==> src/rtl/pdsslv_consts.vh <==
`ifndef PDSSLV_CONSTS_VH
`define PDSSLV_CONSTS_VH
`define PDSSLV_MEM_TYPE 4'h5
`define PDSSLV_PROT_TYPE 4'h3
`define PDSSLV_TYPE_MSB 7
`define PDSSLV_TYPE_LSB 4
`define PDSSLV_SEL_MSB 3
`define PDSSLV_SEL_LSB 1
`define PDSSLV_RW_BIT 0
`define PDSSLV_BYTE_BITS 4'h8
`define PDSSLV_PAGE_MAX 5'h10
`define PDSSLV_PAGE_MASK 8'h0f
`define PDSSLV_FIFO_DEPTH 16
`define PDSSLV_FIFO_AW 4
`define PDSSLV_PROT_RST 1'b0
`endif

==> src/rtl/pdsslv_top.v <==
`timescale 1ns/1ps
`default_nettype none
`include "pdsslv_consts.vh"
module pdsslv_top #(
	parameter MEM_AW = 8
) (
	input wire clk_sys_in,
	input wire rst_b_in,
	input wire scl_in,
	input wire sda_in,
	output reg sda_out,
	output reg sda_oe_out,
	input wire select_strap_bit2_in,
	input wire select_strap_bit1_in,
	input wire select_strap_bit0_in,
	input wire write_control_input_b_in,
	output reg standby_out,
	output reg selected_out,
	output reg prot_set_out
);
	// ==========================================================
	// state encoding
	localparam S_IDLE = 7'h01;
	localparam S_DEV = 7'h02;
	localparam S_ACK = 7'h04;
	localparam S_WRX = 7'h08;
	localparam S_RTX = 7'h10;
	localparam S_RACK = 7'h20;
	localparam S_WAIT = 7'h40;

	// ==========================================================
	// input synchronisers
	reg [1:0] scl_sy_r;
	reg [1:0] sda_sy_r;
	reg [1:0] wc_sy_r;
	reg [2:0] strap_a_r;
	reg [2:0] strap_b_r;
	reg scl_d_r;
	reg sda_d_r;
	always @(posedge clk_sys_in or negedge rst_b_in) begin
		if (!rst_b_in) begin
			scl_sy_r <= 2'h3;
			sda_sy_r <= 2'h3;
			wc_sy_r <= 2'h3;
			strap_a_r <= 3'h0;
			strap_b_r <= 3'h0;
			scl_d_r <= 1'b1;
			sda_d_r <= 1'b1;
		end else begin
			scl_sy_r <= {scl_sy_r[0], scl_in};
			sda_sy_r <= {sda_sy_r[0], sda_in};
			wc_sy_r <= {wc_sy_r[0], write_control_input_b_in};
			strap_a_r <= {select_strap_bit2_in, select_strap_bit1_in, select_strap_bit0_in};
			strap_b_r <= strap_a_r;
			scl_d_r <= scl_sy_r[1];
			sda_d_r <= sda_sy_r[1];
		end
	end
	wire scl_s = scl_sy_r[1];
	wire sda_s = sda_sy_r[1];
	wire scl_rise = scl_s & ~scl_d_r;
	wire scl_fall = ~scl_s & scl_d_r;
	// data edges while clock stays high mark start and stop
	wire start_det = scl_s & scl_d_r & sda_d_r & ~sda_s;
	wire stop_det = scl_s & scl_d_r & ~sda_d_r & sda_s;

	// ==========================================================
	// storage
	reg [7:0] mem [0:(1<<MEM_AW)-1];
	reg prot_r;

	function sel_ok;
		input [7:0] b;
		input [2:0] strap;
		begin
			sel_ok = (b[`PDSSLV_SEL_MSB:`PDSSLV_SEL_LSB] == strap);
		end
	endfunction

	function type_is_prot;
		input [3:0] t;
		begin
			type_is_prot = (t == `PDSSLV_PROT_TYPE);
		end
	endfunction

	// only the array and the protection register answer; other types are ignored
	function type_known;
		input [3:0] t;
		begin
			type_known = (t == `PDSSLV_MEM_TYPE) || type_is_prot(t);
		end
	endfunction

	// ==========================================================
	// protocol engine
	reg [6:0] state_r;
	reg [7:0] shift_r;
	reg [3:0] bit_r;
	reg rw_r;
	reg is_prot_r;
	reg addr_phase_r;
	reg [MEM_AW-1:0] addr_r;
	reg [4:0] page_cnt_r;
	reg ack_go_r;
	reg [7:0] tx_r;
	reg fifo_push;
	reg [MEM_AW-1:0] wr_addr_r;

	wire fifo_ready;
	wire fifo_valid;
	wire [MEM_AW+7:0] fifo_data;
	wire fifo_flush = 1'b0;

	// write data waits in the fifo; full fifo refuses the byte
	pdsslv_fifo #(
		.WIDTH(MEM_AW + 8),
		.DEPTH(`PDSSLV_FIFO_DEPTH),
		.AW(`PDSSLV_FIFO_AW)
	) u_fifo (
		.clk_sys_in(clk_sys_in),
		.rst_b_in(rst_b_in),
		.flush_in(fifo_flush),
		.in_valid_in(fifo_push),
		.in_ready_out(fifo_ready),
		.in_data_in({wr_addr_r, shift_r}),
		.out_valid_out(fifo_valid),
		.out_ready_in(1'b1),
		.out_data_out(fifo_data)
	);

	always @(posedge clk_sys_in) begin
		if (fifo_valid)
			mem[fifo_data[MEM_AW+7:8]] <= fifo_data[7:0];
	end

	wire [7:0] rd_byte = is_prot_r ? {7'h00, prot_r} : mem[addr_r];
	wire [3:0] dev_type = shift_r[`PDSSLV_TYPE_MSB:`PDSSLV_TYPE_LSB];

	always @(posedge clk_sys_in or negedge rst_b_in) begin
		if (!rst_b_in) begin
			state_r <= S_IDLE;
			shift_r <= 8'h00;
			bit_r <= 4'h0;
			rw_r <= 1'b0;
			is_prot_r <= 1'b0;
			addr_phase_r <= 1'b0;
			addr_r <= {MEM_AW{1'b0}};
			wr_addr_r <= {MEM_AW{1'b0}};
			page_cnt_r <= 5'h00;
			ack_go_r <= 1'b0;
			tx_r <= 8'h00;
			fifo_push <= 1'b0;
			prot_r <= `PDSSLV_PROT_RST;
			sda_out <= 1'b0;
			sda_oe_out <= 1'b0;
			standby_out <= 1'b1;
			selected_out <= 1'b0;
			prot_set_out <= `PDSSLV_PROT_RST;
		end else begin
			fifo_push <= 1'b0;
			prot_set_out <= prot_r;
			standby_out <= (state_r == S_IDLE);
			selected_out <= (state_r != S_IDLE) && (state_r != S_DEV);
			if (stop_det) begin
				state_r <= S_IDLE;
				sda_oe_out <= 1'b0;
			end else if (start_det) begin
				// repeated start keeps the address pointer
				state_r <= S_DEV;
				bit_r <= 4'h0;
				sda_oe_out <= 1'b0;
			end else begin
				case (state_r)
				S_IDLE: begin
					sda_oe_out <= 1'b0;
				end
				S_DEV, S_WRX: begin
					// sample on rising clock, msb first
					if (scl_rise) begin
						shift_r <= {shift_r[6:0], sda_s};
						bit_r <= bit_r + 4'h1;
					end else if (scl_fall && bit_r == `PDSSLV_BYTE_BITS) begin
						bit_r <= 4'h0;
						if (state_r == S_DEV) begin
							if (type_known(dev_type) && sel_ok(shift_r, strap_b_r)) begin
								is_prot_r <= type_is_prot(dev_type);
								rw_r <= shift_r[`PDSSLV_RW_BIT];
								addr_phase_r <= ~shift_r[`PDSSLV_RW_BIT];
								page_cnt_r <= 5'h00;
								ack_go_r <= 1'b1;
								sda_out <= 1'b0;
								sda_oe_out <= 1'b1;
								state_r <= S_ACK;
							end else begin
								state_r <= S_IDLE;
							end
						end else begin
							ack_go_r <= 1'b1;
							sda_out <= 1'b0;
							sda_oe_out <= fifo_ready;
							state_r <= S_ACK;
							if (addr_phase_r) begin
								addr_r <= shift_r[MEM_AW-1:0];
								addr_phase_r <= 1'b0;
							end else if (!wc_sy_r[1] && fifo_ready
								&& page_cnt_r < `PDSSLV_PAGE_MAX) begin
								if (is_prot_r) begin
									prot_r <= 1'b1;
								end else begin
									wr_addr_r <= addr_r;
									fifo_push <= 1'b1;
									addr_r[3:0] <= addr_r[3:0] + 4'h1;
								end
								page_cnt_r <= page_cnt_r + 5'h01;
							end
						end
					end
				end
				S_ACK: begin
					// ack held through the ninth clock
					if (scl_fall) begin
						sda_oe_out <= 1'b0;
						ack_go_r <= 1'b0;
						if (rw_r) begin
							tx_r <= {rd_byte[6:0], 1'b0};
							sda_out <= rd_byte[7];
							sda_oe_out <= ~rd_byte[7];
							addr_r <= addr_r + 1'b1;
							bit_r <= 4'h1;
							state_r <= S_RTX;
						end else begin
							state_r <= S_WRX;
						end
					end
				end
				S_RTX: begin
					// open drain: drive only zeros
					if (scl_fall) begin
						if (bit_r == `PDSSLV_BYTE_BITS) begin
							sda_oe_out <= 1'b0;
							state_r <= S_RACK;
						end else begin
							sda_out <= tx_r[7];
							sda_oe_out <= ~tx_r[7];
							tx_r <= {tx_r[6:0], 1'b0};
							bit_r <= bit_r + 4'h1;
						end
					end
				end
				S_RACK: begin
					if (scl_rise) begin
						if (!sda_s)
							state_r <= S_ACK;
						else
							state_r <= S_WAIT;
					end
				end
				S_WAIT: begin
					sda_oe_out <= 1'b0;
				end
				default: begin
					state_r <= S_IDLE;
					sda_oe_out <= 1'b0;
				end
				endcase
			end
		end
	end
endmodule
`default_nettype wire

==> src/rtl/pdsslv_fifo.v <==
`timescale 1ns/1ps
`default_nettype none
module pdsslv_fifo #(
	parameter WIDTH = 8,
	parameter DEPTH = 16,
	parameter AW = 4
) (
	input wire clk_sys_in,
	input wire rst_b_in,
	input wire flush_in,
	input wire in_valid_in,
	output wire in_ready_out,
	input wire [WIDTH-1:0] in_data_in,
	output wire out_valid_out,
	input wire out_ready_in,
	output wire [WIDTH-1:0] out_data_out
);
	reg [WIDTH-1:0] mem [0:DEPTH-1];
	reg [AW-1:0] wr_ptr_r;
	reg [AW-1:0] rd_ptr_r;
	reg [AW:0] count_r;
	wire push;
	wire pop;
	assign in_ready_out = (count_r != DEPTH);
	assign out_valid_out = (count_r != 0);
	assign out_data_out = mem[rd_ptr_r];
	assign push = in_valid_in & in_ready_out;
	assign pop = out_valid_out & out_ready_in;
	always @(posedge clk_sys_in) begin
		if (push)
			mem[wr_ptr_r] <= in_data_in;
	end
	always @(posedge clk_sys_in or negedge rst_b_in) begin
		if (!rst_b_in) begin
			wr_ptr_r <= {AW{1'b0}};
			rd_ptr_r <= {AW{1'b0}};
			count_r <= {(AW+1){1'b0}};
		end else if (flush_in) begin
			wr_ptr_r <= {AW{1'b0}};
			rd_ptr_r <= {AW{1'b0}};
			count_r <= {(AW+1){1'b0}};
		end else begin
			if (push)
				wr_ptr_r <= wr_ptr_r + 1'b1;
			if (pop)
				rd_ptr_r <= rd_ptr_r + 1'b1;
			if (push & ~pop)
				count_r <= count_r + 1'b1;
			else if (pop & ~push)
				count_r <= count_r - 1'b1;
		end
	end
endmodule
`default_nettype wire

==> config.mk <==
export PLATFORM = sky130hd
export DESIGN_NAME = pdsslv_top
export DESIGN_NICKNAME = d
export VERILOG_FILES = /design/src/rtl/pdsslv_top.v /design/src/rtl/pdsslv_fifo.v
export VERILOG_INCLUDE_DIRS = /design/src /design/src/rtl
export SDC_FILE = /design/constraint.sdc
export NUM_CORES = 2
export LEC_CHECK = 0
export ABC_AREA = 1
export BUFFER_PORTS_ARGS = -buffer_cell sky130_fd_sc_hd__buf_2
export CORE_MARGIN = 1.5
export CORE_UTILIZATION = 54
export DETAILED_ROUTE_END_ITERATION = 8
export PLACE_DENSITY = 0.66
export SKIP_CTS_REPAIR_TIMING = 1
export SLEW_MARGIN = 25
export SYNTH_ARGS = -nofsm -noshare
export SYNTH_HDL_FRONTEND = slang
export SYNTH_SLANG_ARGS = --single-unit
==> constraint.sdc <==
create_clock -name clk_sys_in -period 8.51 [get_ports clk_sys_in]
set_input_delay 2.1275 -clock clk_sys_in [delete_from_list [all_inputs] [get_ports clk_sys_in]]
set_output_delay 2.1275 -clock clk_sys_in [all_outputs]
set_load 0.01 [all_outputs]
==> reports/results.txt <==
Of the post-synthesis cell area, the dominant cell type holds 71.2%. Per report_power, the sequential group accounts for 46.1% of the total. The period utilization works out to 60.7%.

For this design the static power due to leakage is 35.8 nW. The floorplan step defined a die boundary enclosing 0.182 mm^2. The vertical die dimension was 427 um; the final RePlAce weighted congestion was 0.876. In this run the deepest clock path goes through 3 buffers. The CTS buffer count is 231, and the worst-case reg-to-reg path depth is 7.

The post-route netlist has 7.16% of its cells at a drive strength greater than 1. The number of port buffers was 12. The setup slack after placement is 3520 ps, and the synthesis-to-finish area growth is 9.23%.

The capture endpoint of the worst hold path is strap_b_r[2]. The mean instance size in the synthesized netlist came out at 12.5 um^2. The portion of the post-synthesis area used by sequential elements is 73.4%, and the area of the multi-input gates is 0.0223 mm^2.

Across the whole layout, storage elements account for 0.0713 mm^2. The clock root buffer master is sky130_fd_sc_hd__clkbuf_16. The core region is 0.179 mm^2.

By area the synthesized netlist is led by sky130_fd_sc_hd__edfxtp_1, sky130_fd_sc_hd__nor2_1, sky130_fd_sc_hd__o21ai_0, sky130_fd_sc_hd__nand2_1, sky130_fd_sc_hd__o211ai_1. Derived from the worst setup path, the maximum achievable clock frequency is 0.194 GHz. The clock tree synthesis step divided the H-tree into 4 levels. Setup repair after global routing left no endpoint under its margin. Power density relative to cell area: 264 mW/mm^2.

Counting stages on the worst path, the most repeated cell is sky130_fd_sc_hd__buf_4. After routing the design area is 0.106 mm^2. Of all cell types, the one taking the most synthesized area is sky130_fd_sc_hd__edfxtp_1. Traced cell by cell, the critical path runs through buf_4 -> mux2i_1 -> o21ai_0 -> o211ai_1 -> nand2_4 -> buf_4 -> buf_4.

The iteration count of the initial detailed-routing pass is 7, and the pin count of the biggest net entering global routing is 181. The run gives 0 as the antenna violation net count after detailed routing. Data on the critical path arrives at its endpoint at 5700 ps.

Worst-path cell with the longest stage delay: sky130_fd_sc_hd__buf_4. The total of flip-flops plus latches after synthesis was 2388. The number of nets in the synthesized netlist is 7818.

The total negative setup slack is 0 ps, and the detailed placer's ending HPWL is 142000 um. Of all flip-flops after synthesis, the portion carrying an async set or reset was 3.52%. The clock power share is 35.9%. The tools report the count of cell types in the netlist as 54. The worst register-to-register path ends at mem[17][0]. The largest clock skew in the final design came out at 29.2 ps.

Summing over every cut layer, the via total after detailed routing is 62399. The later pin in the worst-skew pair is clocked with a latency of 880 ps. Counting the fill cells in the layout gives 13798. Across the run, the number of max-cap violations was 0. For this run, the total global-route usage over all layers was measured as 28.4%.

Clock-pin slew was measured on the worst setup and hold paths at 60 ps. The total number of yosys warnings is 0, and the critical-path maximum fanout is 84. The critical path startpoint category is a register. Summed over all layers, the routed wires come to 260000 um. The first-pass GRT wire length came out at 382000 um. Measured against its own limit, the worst slew margin works out to 25.4%. Of the total power, combinational logic draws 18.0%. Across the VDD grid, the largest voltage drop is 0.234 mV.

The first routing iteration left 8817 violations. The floorplan step set the die width to 427 um. The total DRC errors in the routed layout was 0; the number of sinks driven by the clock tree was 2388. For the pin with the worst max-slew slack, the measured transition is 1120 ps. The run gives 0 as the total congestion overflow. Internal power comes to 19.7 mW. The number of failing setup endpoints in the final timing report is 0. The most used flip-flop cell after synthesis is sky130_fd_sc_hd__edfxtp_1. The final count of hold timing violations is 0.

In this run the power spent charging and discharging nets is 8.28 mW. The worst hold path begins at strap_a_r[2]. The run gives 0 as the final count of pins violating max slew. After layout, the minimum clock period comes to 5170 ps. The worst hold path was traced through 0 stages.

The delay of the slowest cell on the worst path was 940 ps. The logs give 0.0971 mm^2 for the post-synthesis cell area and 3340 ps for the setup slack of the worst register-to-register path. In the synthesized netlist, the cells that appear most often are sky130_fd_sc_hd__edfxtp_1, sky130_fd_sc_hd__nor2_1, sky130_fd_sc_hd__o21ai_0, sky130_fd_sc_hd__nand2_1, sky130_fd_sc_hd__nand3_1.

The cell with the most instances after synthesis was sky130_fd_sc_hd__edfxtp_1. The placed instances occupy a cell area of 0.0986 mm^2. The worst setup path is of the register to register kind. Once the floorplan was initialized, standard cells occupied 54.4% of the core. The min-delay analysis places its worst path in the category register to register. The tools report the least setup slack across all paths after layout as 3340 ps.

TritonCTS built the clock tree. The number of nets at the end of the flow came out at 7647. The count of flip-flops with a built-in enable after synthesis was 2304; the net switching share of the total power was 29.5%. Row generation in the floorplan step produced 155 rows.

The startpoint identified for the worst register-to-register timing path is u_fifo.rd_ptr_r[0]. Number of antenna violations at the first check in global routing: 8. Cells fill 59.4% of the core in the end. The top-level port count is 13, and the critical path required time is 9040 ps.

Post-synthesis instance total: 7798. The tools report the endpoint kind of the worst setup timing path as a register. After detailed routing, the average wire length per cell comes to 25.5 um.

The run gives 59695 as the via count of the first global-routing pass. The run finished with clean final reports. The via count normalized by instance count is 6.13.
[flip-flops by register name, summed over array words and instances, names as in the netlist, 5 cells and up]
signal / flops
shift_r: 8
u_fifo.mem: 256
u_fifo.count_r: 5
wr_addr_r: 8
page_cnt_r: 5
addr_r: 8
mem: 2048
tx_r: 7
state_r: 7
[layout by cell type, fill, tap and decap left out, types with 155 or more instances in the layout]
cell type                      n
sky130_fd_sc_hd__edfxtp_1   2304
sky130_fd_sc_hd__nor2_1     1580
sky130_fd_sc_hd__o21ai_0    1109
sky130_fd_sc_hd__nand2_1     673
sky130_fd_sc_hd__nand3_1     370
sky130_fd_sc_hd__o211ai_1    296
sky130_fd_sc_hd__inv_1       238
sky130_fd_sc_hd__clkbuf_16   233
sky130_fd_sc_hd__a21oi_1     195
sky130_fd_sc_hd__o22ai_1     155
[how the worst max path moves through the flow]
| stage | from | to | slack, ps | depth (start not counted) |
|---|---|---|---|---|
| 2_1_floorplan | u_fifo.rd_ptr_r[0] | mem[0][2] | 2950 | 9 |
| 6_report | u_fifo.rd_ptr_r[0] | mem[17][0] | 3340 | 7 |
| 3_5_place_dp | u_fifo.rd_ptr_r[0] | mem[195][0] | 3520 | 7 |
| 5_1_grt | u_fifo.rd_ptr_r[0] | mem[210][0] | 3190 | 7 |
| 3_3_place_gp | u_fifo.rd_ptr_r[0] | mem[200][0] | 3550 | 7 |
| 4_1_cts | u_fifo.rd_ptr_r[0] | mem[210][0] | 3450 | 7 |
[worst max-delay path, delay by kind of cell, from the launching register on]
family / cells / cell delay [ps]
buffers and inverters: 3 / 2590
DFF: 1 / 720
and+or+nand+nor: 1 / 630
AOI/OAI and AO/OA: 2 / 370
muxes: 1 / 220
[stage by stage]
| step | instances | total power [mW] | hold slack (ps) |
|---|---|---|---|
| 2_1_floorplan | 7798 | 16.5 | 331 |
| 3_3_place_gp | 9749 | 18.0 | 346 |
| 3_5_place_dp | 9749 | 18.1 | 338 |
| 4_1_cts | 10176 | 28.0 | 362 |
| 5_1_grt | 10176 | 29.0 | 364 |
| 6_report | 10181 | 28.0 | 360 |
[per-layer routing]
metal	up-vias	share of wire (%)	global-route usage, %
met3	479	10	5.34
met1	30850	40	39.9
met5	-	0.0042	0
met4	2	3.2	9.50
li1	27803	-	-
met2	3265	47	44.8
[power by group through the flow]
stage | clock network [mW] | logic, mW | registers (mW)
2_1_floorplan | 0 | 3.46 | 13.1
3_3_place_gp | 0 | 4.88 | 13.2
3_5_place_dp | 0 | 4.91 | 13.2
4_1_cts | 10.1 | 4.94 | 12.9
5_1_grt | 10.6 | 5.49 | 12.9
6_report | 10.1 | 5.04 | 12.9
[layout make-up]
class | count | area share (%)
Sequential cell | 2388 | 67.2
Multi-Input combinational cell | 4642 | 21.1
Clock buffer | 294 | 5.82
Tap cell | 2355 | 2.78
Clock inverter | 133 | 1.19
Timing Repair Buffer | 109 | 0.981
Inverter | 255 | 0.924
Antenna cell | 5 | 0.0118
[logic make-up (layout without fill, tap and decap cells)]
kind of cell | after synthesis | after routing | share of synthesized area (%)
buffers and inverters | 768 | 791 | 3.76
XOR/XNOR | 16 | 16 | 0.144
flip-flops | 2388 | 2388 | 73.4
multiplexers | 70 | 70 | 0.722
adder cells (fa/ha/maj) | 12 | 12 | 0.155
AO/OA/AOI/OAI | 1814 | 1814 | 10.5
other | 0 | 5 | 0
AND/OR/NAND/NOR | 2730 | 2730 | 11.3
(Power assumes the default switching activity.)
